$ cat src/shared/interval_timer_pair_map.svh
// Operation
// - sensor select: 001-101 give 32K..512K cycles, 110 gives 32, else off
// - restart bit restarts prescaler, self-clears four clocks after write
// - restart acts only while the watchdog is disabled
// - first timer flag requests its vector when enabled and global enable set
// - interval select 000-111 gives 8,32,128,1K,4K,32K,256K,1024K cycles
// - flag register bits 7..2 read as zero
// - each second timer pulse sets flag bit 1
// - each first timer pulse sets flag bit 0
// - flags clear on vector taken or by writing one
// - second timer is a 12-bit divider on a selectable clock
// - second timer output serves as prescaler clock downstream
// - clock select 000 none, 001-101 sources, 110/111 reserved
// - divider select gives 2,4,8,16,32,256,1K,4K
// - second flag requests its vector when bit 7 and global enable set
// - control b bit 6 reads zero, writes ignored
// - watchdog enable bit high means enabled, gating the restart
`ifndef INTERVAL_TIMER_PAIR_MAP_SVH
`define INTERVAL_TIMER_PAIR_MAP_SVH

// register byte offsets
`define ADDR_CTRL_A       8'h00
`define ADDR_FLAGS        8'h04
`define ADDR_CTRL_B       8'h08
`define ADDR_IRQ_MASK     8'h0C

// field positions
`define FLAG_FIRST        0
`define FLAG_SECOND       1
`define CTRL_B_RSV_BIT    6

// reset values
`define RST_CTRL_A        8'h00
`define RST_CTRL_B        8'h00
`define RST_FLAGS         2'h0
`define RST_IRQ_MASK      2'h0

// restart bit stays set for this many clocks plus one
`define RESTART_HOLD      2'h3

`endif

$ cat src/shared/interval_timer_pair_pkg.sv
package interval_timer_pair_pkg;

    typedef struct packed {
        logic [2:0] sensor_prescale_select;
        logic       prescale_restart;
        logic       first_interval_irq_enable;
        logic [2:0] interval_prescale_select;
    } ctrl_a_t;

    typedef struct packed {
        logic       second_interval_irq_enable;
        logic       reserved;
        logic [2:0] divider_clock_select;
        logic [2:0] divider_ratio_select;
    } ctrl_b_t;

endpackage : interval_timer_pair_pkg

$ cat src/design/interval_timer_pair.sv
`timescale 1ns/10ps
`default_nettype none
`include "interval_timer_pair_map.svh"

module interval_timer_pair (
    input  wire logic        i_ref_clk,
    input  wire logic        i_nrst,
    input  wire logic        i_psel,
    input  wire logic        i_penable,
    input  wire logic        i_pwrite,
    input  wire logic [7:0]  i_paddr,
    input  wire logic [31:0] i_pwdata,
    output logic      [31:0] o_prdata,
    output logic             o_pready,
    output logic             o_pslverr,
    input  wire logic        i_slow_osc,
    input  wire logic        i_io_clk_tick,
    input  wire logic        i_timer_base_clock,
    input  wire logic        i_external_clock_in_a,
    input  wire logic        i_external_clock_in_b,
    input  wire logic        i_watchdog_enable_bit,
    input  wire logic        i_global_irq_enable,
    input  wire logic [1:0]  i_vector_taken,
    output logic             o_first_interval_out,
    output logic             o_sensor_strobe_clock,
    output logic             o_second_interval_out,
    output logic             o_motion_sense_run,
    output logic [1:0]       o_vector_request,
    output logic             o_irq
);

    interval_timer_pair_pkg::ctrl_a_t ctrl_a;
    interval_timer_pair_pkg::ctrl_b_t ctrl_b;
    logic [1:0]  flags;
    logic [1:0]  irq_mask;
    logic [1:0]  restart_cnt;
    logic [19:0] osc_cnt;
    logic [11:0] div_cnt;
    logic [2:0]  sync_a;
    logic [2:0]  sync_b;
    logic [2:0]  last_level;

    // pin synchronisers: slow osc, ext a, ext b
    wire  [2:0]  pin_in = {i_external_clock_in_b, i_external_clock_in_a,
                           i_slow_osc};
    genvar g;
    generate
        for (g = 0; g < 3; g++) begin : g_sync
            always_ff @(posedge i_ref_clk or negedge i_nrst) begin
                if (!i_nrst) begin
                    sync_a[g]     <= 1'b0;
                    sync_b[g]     <= 1'b0;
                    last_level[g] <= 1'b0;
                end else begin
                    sync_a[g]     <= pin_in[g];
                    sync_b[g]     <= sync_a[g];
                    last_level[g] <= sync_b[g];
                end
            end
        end
    endgenerate

    // rising edges of the synchronised pins
    wire [2:0] pin_rise = sync_b & ~last_level;
    wire       osc_tick = pin_rise[0];

    // bus decode
    wire setup_ph  = i_psel & ~i_penable;
    wire wr_done   = i_psel & i_penable & o_pready & i_pwrite;
    wire hit_a     = i_paddr == `ADDR_CTRL_A;
    wire hit_f     = i_paddr == `ADDR_FLAGS;
    wire hit_b     = i_paddr == `ADDR_CTRL_B;
    wire hit_m     = i_paddr == `ADDR_IRQ_MASK;
    wire mapped    = hit_a | hit_f | hit_b | hit_m;
    wire wr_a      = wr_done & hit_a;
    wire wr_f      = wr_done & hit_f;
    wire wr_b      = wr_done & hit_b;
    wire wr_m      = wr_done & hit_m;

    wire restart_go = wr_a & i_pwdata[4] & ~i_watchdog_enable_bit;

    logic [19:0] mask_a;
    always_comb begin
        unique case (ctrl_a.interval_prescale_select)
            3'h0: mask_a = 20'h0_0007;
            3'h1: mask_a = 20'h0_001F;
            3'h2: mask_a = 20'h0_007F;
            3'h3: mask_a = 20'h0_03FF;
            3'h4: mask_a = 20'h0_0FFF;
            3'h5: mask_a = 20'h0_7FFF;
            3'h6: mask_a = 20'h3_FFFF;
            3'h7: mask_a = 20'hF_FFFF;
        endcase
    end

    logic [19:0] mask_s;
    logic        sense_on;
    always_comb begin
        sense_on = 1'b1;
        unique case (ctrl_a.sensor_prescale_select)
            3'h1: mask_s = 20'h0_7FFF;
            3'h2: mask_s = 20'h0_FFFF;
            3'h3: mask_s = 20'h1_FFFF;
            3'h4: mask_s = 20'h3_FFFF;
            3'h5: mask_s = 20'h7_FFFF;
            3'h6: mask_s = 20'h0_001F;
            default: begin
                mask_s   = 20'h0_0000;
                sense_on = 1'b0;
            end
        endcase
    end

    wire pulse_a = osc_tick & ((osc_cnt & mask_a) == mask_a);
    wire pulse_s = osc_tick & sense_on & ((osc_cnt & mask_s) == mask_s);

    logic src_tick;
    always_comb begin
        unique case (ctrl_b.divider_clock_select)
            3'h1:    src_tick = o_first_interval_out;
            3'h2:    src_tick = i_io_clk_tick;
            3'h3:    src_tick = i_timer_base_clock;
            3'h4:    src_tick = pin_rise[1];
            3'h5:    src_tick = pin_rise[2];
            default: src_tick = 1'b0;
        endcase
    end

    logic [11:0] mask_b;
    always_comb begin
        unique case (ctrl_b.divider_ratio_select)
            3'h0: mask_b = 12'h001;
            3'h1: mask_b = 12'h003;
            3'h2: mask_b = 12'h007;
            3'h3: mask_b = 12'h00F;
            3'h4: mask_b = 12'h01F;
            3'h5: mask_b = 12'h0FF;
            3'h6: mask_b = 12'h3FF;
            3'h7: mask_b = 12'hFFF;
        endcase
    end

    wire pulse_b = src_tick & ((div_cnt & mask_b) == mask_b);

    wire [1:0] flag_set = {o_second_interval_out, o_first_interval_out};
    wire [1:0] flag_clr = (wr_f ? i_pwdata[1:0] : 2'h0) | i_vector_taken;

    // read mux, unused bits zero
    logic [7:0] rd_byte;
    always_comb begin
        rd_byte = 8'h00;
        if (hit_a) begin
            rd_byte = ctrl_a;
        end else if (hit_f) begin
            rd_byte = {6'h00, flags};
        end else if (hit_b) begin
            rd_byte = ctrl_b;
        end else if (hit_m) begin
            rd_byte = {6'h00, irq_mask};
        end
    end

    // apb answer: one access cycle, data latched in setup
    always_ff @(posedge i_ref_clk or negedge i_nrst) begin
        if (!i_nrst) begin
            o_pready  <= 1'b0;
            o_prdata  <= 32'h0000_0000;
            o_pslverr <= 1'b0;
        end else begin
            o_pready  <= setup_ph;
            o_pslverr <= setup_ph & ~mapped;
            if (setup_ph) begin
                o_prdata <= {24'h00_0000, rd_byte};
            end
        end
    end

    // control a, restart bit self-clears
    always_ff @(posedge i_ref_clk or negedge i_nrst) begin
        if (!i_nrst) begin
            ctrl_a      <= `RST_CTRL_A;
            restart_cnt <= 2'h0;
        end else if (wr_a) begin
            ctrl_a      <= i_pwdata[7:0];
            restart_cnt <= 2'h0;
        end else if (ctrl_a.prescale_restart) begin
            restart_cnt <= restart_cnt + 2'h1;
            if (restart_cnt == `RESTART_HOLD) begin
                ctrl_a.prescale_restart <= 1'b0;
            end
        end
    end

    // control b, reserved bit forced low
    always_ff @(posedge i_ref_clk or negedge i_nrst) begin
        if (!i_nrst) begin
            ctrl_b <= `RST_CTRL_B;
        end else if (wr_b) begin
            ctrl_b          <= i_pwdata[7:0];
            ctrl_b.reserved <= 1'b0;
        end
    end

    // oscillator cycle counter
    always_ff @(posedge i_ref_clk or negedge i_nrst) begin
        if (!i_nrst) begin
            osc_cnt <= 20'h0_0000;
        end else if (restart_go) begin
            osc_cnt <= 20'h0_0000;
        end else if (osc_tick) begin
            osc_cnt <= osc_cnt + 20'h0_0001;
        end
    end

    // 12-bit divider counter
    always_ff @(posedge i_ref_clk or negedge i_nrst) begin
        if (!i_nrst) begin
            div_cnt <= 12'h000;
        end else if (src_tick) begin
            div_cnt <= div_cnt + 12'h001;
        end
    end

    always_ff @(posedge i_ref_clk or negedge i_nrst) begin
        if (!i_nrst) begin
            o_first_interval_out  <= 1'b0;
            o_sensor_strobe_clock <= 1'b0;
            o_second_interval_out <= 1'b0;
            o_motion_sense_run    <= 1'b0;
        end else begin
            o_first_interval_out  <= pulse_a;
            o_sensor_strobe_clock <= pulse_s;
            o_second_interval_out <= pulse_b;
            o_motion_sense_run    <= sense_on;
        end
    end

    always_ff @(posedge i_ref_clk or negedge i_nrst) begin
        if (!i_nrst) begin
            flags <= `RST_FLAGS;
        end else begin
            flags <= (flags & ~flag_clr) | flag_set;
        end
    end

    // interrupt mask register
    always_ff @(posedge i_ref_clk or negedge i_nrst) begin
        if (!i_nrst) begin
            irq_mask <= `RST_IRQ_MASK;
        end else if (wr_m) begin
            irq_mask <= i_pwdata[1:0];
        end
    end

    wire [1:0] ie = {ctrl_b.second_interval_irq_enable,
                     ctrl_a.first_interval_irq_enable};
    always_ff @(posedge i_ref_clk or negedge i_nrst) begin
        if (!i_nrst) begin
            o_vector_request <= 2'h0;
            o_irq            <= 1'b0;
        end else begin
            o_vector_request <= flags & ie & {2{i_global_irq_enable}};
            o_irq            <= |(flags & irq_mask);
        end
    end

endmodule : interval_timer_pair
`default_nettype wire

$ cat config.mk
export PLATFORM = sky130hd
export DESIGN_NAME = interval_timer_pair
export DESIGN_NICKNAME = d
export VERILOG_FILES = /design/src/shared/interval_timer_pair_pkg.sv /design/src/design/interval_timer_pair.sv
export VERILOG_INCLUDE_DIRS = /design/src /design/src/shared
export SDC_FILE = /design/constraint.sdc
export NUM_CORES = 1
export LEC_CHECK = 0
export BUFFER_PORTS_ARGS = -buffer_cell sky130_fd_sc_hd__buf_2
export CAP_MARGIN = 20
export CORE_MARGIN = 2
export CORE_UTILIZATION = 50
export CTS_BUF_LIST = sky130_fd_sc_hd__clkbuf_8 sky130_fd_sc_hd__clkbuf_16
export CTS_CLUSTER_SIZE = 20
export DETAILED_ROUTE_END_ITERATION = 10
export PLACE_DENSITY_LB_ADDON = 0.12
export SYNTH_ARGS = -nofsm -noshare
export SYNTH_HDL_FRONTEND = slang
export SYNTH_SLANG_ARGS = --single-unit
$ cat constraint.sdc
create_clock -name i_ref_clk -period 2.5 [get_ports i_ref_clk]
set_clock_uncertainty 0.2 [all_clocks]
set_input_delay 0.5 -clock i_ref_clk [delete_from_list [all_inputs] [get_ports i_ref_clk]]
set_output_delay 0.5 -clock i_ref_clk [all_outputs]
set_load 0.005 [all_outputs]
# --- Word-level counts from Yosys, hierarchy flattened ---
# Memories as Yosys holds them, arrays and structs flattened.
# Index checks and enable logic that the tools add are counted.
# W data, S select, Z words.
op_classes:
  addsub: 3
  n_eq_ne: 18
  n_mux: 15
  bitwise: 33
  n_reduce_logical: 5
ops:
  columns: ["operator", "n"]
  rows:
  - ["$pmux W19 S6", 1]
  - ["$and A20 B20 Y20", 2]
  - ["$eq A20 B20 Y1", 2]
  - ["$mux W20", 2]
  - ["$mux W8", 3]
  - ["$add A20 B1 Y20 const B", 1]
  - ["$eq A8 B4 Y1 const B", 2]
  - ["$and A1 B1 Y1", 15]
  - ["$eq A3 B3 Y1 const B", 5]
  - ["$add A12 B1 Y12 const B", 1]
  - ["$and A12 B12 Y12", 1]
  - ["$eq A12 B12 Y1", 1]
  - ["$eq A3 B2 Y1 const B", 4]
  - ["$and A2 B2 Y2", 4]
  - ["$eq A8 B3 Y1 const B", 1]
  - ["$logic_not A8 Y1", 1]
  - ["$mux W2", 4]
  - ["$eq A3 B1 Y1 const B", 2]
  - ["$reduce_or A6 Y1", 1]
  - ["$pmux W1 S5", 1]
  - ["$mux W1", 4]
  - ["$or A2 B2 Y2", 2]
  - ["$reduce_bool A2 Y1", 2]
  - ["$and A3 B3 Y3", 1]
  - ["other kinds (7)", 11]
totals:
  register_bits: 79
  romBits: 224
  inputBits: 54
  word_cells: 106
  n_memories: 2
mem_list:
  columns: ["name", "depth", "width", "read_ports", "rd_ports_with_merged_regs", "wr", "line_no", "rtl"]
  rows:
  - ["(no name shown)", 8, 17, 1, 0, 0, "interval_timer_pair.sv:84", "unique case (ctrl_a.interval_prescale_select)"]
  - ["(no name shown)", 8, 11, 1, 0, 0, "interval_timer_pair.sv:131", "unique case (ctrl_b.divider_ratio_select)"]

# --- Depth between registers and ports, before layout ---
depth:
  ltp_word: 9
  ltp_mapped: 6
  mapped_depth_nobuf: 5

# --- Worst setup path before layout ---
# OpenSTA, ideal clock, no wires.
synth_timing:
  kind: "input to register"
  start: "in i_paddr[1]"
  end: "reg ctrl_b[0] in the netlist's numbering"
  setup_time_ps: 125
  t_arrival_ps: 1763
  required_time_ps: 2175
  slack_ps: 412
  path_stages: 4
  n_path_buf: 0
  cell_sequence: "nor4_4 -> nand3_1 -> nor3b_4 -> mux2_2"
synth_via:
  elab_chain_cells: 2
synth_lines:
  columns: ["element", "line_no", "rtl"]
  rows:
  - ["start, declared", "interval_timer_pair.sv:11", "input wire logic [7:0] i_paddr,"]
  - ["$eq A8 B4 Y1 (no source line)", null, null]
  - ["$and A1 B1 Y1", "interval_timer_pair.sv:77", "wire wr_b = wr_done & hit_b;"]
  - ["end signal, assigned", "interval_timer_pair.sv:197", "ctrl_b <= `RST_CTRL_B;"]
  - ["end signal, assigned", "interval_timer_pair.sv:199", "ctrl_b <= i_pwdata[7:0];"]
  - ["end, declared", "interval_timer_pair.sv:33", "interval_timer_pair_pkg::ctrl_b_t ctrl_b;"]
# Every way passes these cells.
# A chain may end at the register's enable or synchronous reset.

# --- Worst setup path in the final report ---
layout_timing:
  start: "reg osc_cnt[0]"
  end: "reg osc_cnt[16]"
layout_via:
  elab_chain_cells: 3
layout_lines:
  columns: ["element", "line_no", "rtl"]
  rows:
  - ["start, declared", "interval_timer_pair.sv:37", "logic [19:0] osc_cnt;"]
  - ["start signal, assigned", "interval_timer_pair.sv:211", "osc_cnt <= osc_cnt + 20'h0_0001;"]
  - ["$add A20 B1 Y20", "interval_timer_pair.sv:211", null]
  - ["$mux W20", "interval_timer_pair.sv:210", "end else if (osc_tick) begin"]
  - ["$mux W20", "interval_timer_pair.sv:208", "end else if (restart_go) begin"]
# Every way passes these cells. The select of a mux whose other input is x is not followed.

==> metrics.md <==
| Metric | Value |
|---|---|
| Worst vdd ir | 0.373 mV |
| Cts hold-fix bufs | 1 |
| Register bit total from synthesis | 79 |
| Gate Count Post-Synth | 349 |
| Fraction of layout cells with a size suffix above 1 | 0.244 |
| Number of enable flip-flop cells after synthesis | 0 |
| Nets@finish | 457 |
| GRT Residual Overflow | 0 |
| Asr flop ratio synth | 1.00 |
| Top-count cell post-synth | dfrtp_1 |
| Yosys warning count | 0 |
| Initial antenna violation count | 0 |
| Diodes inserted | 0 |
| Pleak | 1.97 nW |
| CTS tree | yes |
| Unique masters post-synth | 51 |
| Compound-Gate Fraction of Synth Area | 0.107 |
| IO Pins | 95 |
| Post-synth top area share | 0.518 |
| Total number of vias | 2748 |
| Power density cells | 673 nW/um^2 |
| Max cap viols | 0 |
| CTS H-Tree Depth | 3 |
| Critical path arrival | 2.06 ns |
| Clock sinks | 79 |
| Clock root cell | clkbuf_8 |
| Clock Path Buffers | 2 |
| Minimum clock period | 1.99 ns |
| Starting Density | 0.521 |
| Die Wd | 91.4 microns |
| Vias in the first global route | 2587 |
| Vias/cell | 5.45 |
| Clock slew at reported path FFs | 0.08 ns |
| Routed len/inst | 14.5 microns |
| Remaining antenna violation count | 0 |
| Fin Setup TNS | 0 ns |
| Worst Hold Class | input port to register |
| TritonCTS Buffers | 9 |
| Mux contribution to synthesized area | 0.0698 |
| Largest family of logic cells by synthesized area | simple AND/OR/NAND/NOR gates |
| DP HPWL | 5200 microns |
| CP Data Required Time | 2.57 ns |
| Pins Over Slew Limit | 0 |
| GP Congestion | 0.718 |
| Die area | 8350 sq um |
| Startpoint types | register |
| Routed wire length | 7330 microns |
| FMAX | 504 MHz |
| First-pass GRT wire length | 12700 microns |
| Post-synthesis sequential area ratio | 0.518 |
| Post-layout util | 0.593 |
| Post_cts resized | 0 |
| DRT iter0 DRCs | 127 |
| Post-Synth Adder-Cell Area | 0.00983 |
| Fin crit share | 0.794 |
| Synth area leader | dfrtp_1 |
| Worst skew pair latency | 0.34 ns |
| Status | finished clean |
| Gr usage total | 0.190 |
| Synthesized area per cell | 10.9 sq um |
| Synth Area in Simple Gates | 0.165 |
| Die height | 91.4 microns |
| Critical Setup Path Class | register to register |
| Port buffer count | 46 |
| Post-CTS setup buffer count | 0 |
| Dominant synthesized flop cell | dfrtp_1 |
| DR pass1 iterations | 4 |
| Crit-path max FO | 5 |
| DRC viols | 0 |
| Post-synth top cells | dfrtp_1, nor2_1, buf_4, a21oi_1, mux2_2 |
| Largest net degree at the start of global routing | 45 |
| Final setup fails | 0 |
| RSZ-0062 raised after global routing | no |
| Final Hold Fails | 0 |
| Post-Syn Area | 3820 sq um |
| Core Box Area | 7330 sq um |
| Std cell rows | 31 |
| Largest cells by area after synthesis | dfrtp_1, buf_4, mux2_2, xnor2_1, nor2_1 |
| Hold_ws | 0.0604 ns |
| Post-synthesis xor/xnor area fraction | 0.0550 |
| Synthesis-to-layout area growth | 13.8% |
| Worst setup EP type | register |
[critical path, cell delays in order, from the launching register on]
cell	delay [ns]
dfrtp_1	0.39
ha_1	0.19
and4b_1	0.33
nand4_1	0.27
or3_1	0.39
a21oi_1	0.15
[cells in the final DEF, fill, tap and decap left out, types with 11 or more instances in the layout]
cell type / n
nor2_1: 29
buf_2: 45
nand3_1: 13
clkbuf_8: 11
nand2_1: 15
a21oi_1: 20
xnor2_1: 14
conb_1: 24
mux2_2: 17
dfrtp_1: 79
[report_power, final]
part / internal [mW] / switching (mW)
Sequential: 1.39 / 0.140
Clock: 0.617 / 0.460
Combinational: 0.142 / 0.175
[final cells by class]
type                       count  area [sq um]
tap                           99           124
clock inverter                 5          80.1
fill                         609          2980
clock buffer                  11           151
timing repair buffer          56           335
inverter                       8          30.0
sequential                    79          1980
multi-input combinational    246          1650
[routing by layer]
layer	GRT usage	vias to the layer above	routed length, microns
met1	0.266	1338	3530
met5	0	-	0
met3	0.0423	8	335
li1	-	1326	-
met4	0.0669	0	111
met2	0.292	76	3350
[cells by family (layout without fill, tap and decap cells)]
logic type / count (synthesis) / after routing
multiplexers: 22 / 22
AND/OR/NAND/NOR: 110 / 110
adder cells (fa/ha/maj): 3 / 3
other: 1 / 24
AO/OA/AOI/OAI: 63 / 63
buffers and inverters: 47 / 80
XOR/XNOR: 24 / 24
flip-flops: 79 / 79
[stage by stage]
step                      worst slack, ns  power, mW  instance area [sq um]  std cells
after floorplan                     0.412       1.78                   3910        372
after global placement              0.343       1.86                   4110        487
after detailed placement            0.323       1.87                   4110        487
after CTS                           0.512       2.95                   4350        504
after global routing                0.398       3.08                   4350        504
final                               0.515       2.92                   4350        504
[final timing paths]
path	from	slack [ns]	end	cells past startpoint
max in group asynchronous	i_nrst	1.04	ctrl_a[0]	3
setup reg to reg	osc_cnt[0]	0.51	osc_cnt[16]	5
hold reg to reg	sync_a[2]	0.15	sync_b[2]	0
min in group asynchronous	i_nrst	0.46	osc_cnt[17]	2
setup / recovery	osc_cnt[0]	0.51	osc_cnt[16]	5
hold / removal	i_slow_osc	0.06	sync_a[0]	1
[state kept, by name (all words and copies together), names as in the netlist, 2 cells and up]
signal	flops
o_vector_request	2
irq_mask	2
last_level	3
restart_cnt	2
sync_b	3
sync_a	3
ctrl_a	8
flags	2
o_prdata	8
div_cnt	12
ctrl_b	7
osc_cnt	20
No activity file was read; power rests on OpenSTA's default activity.
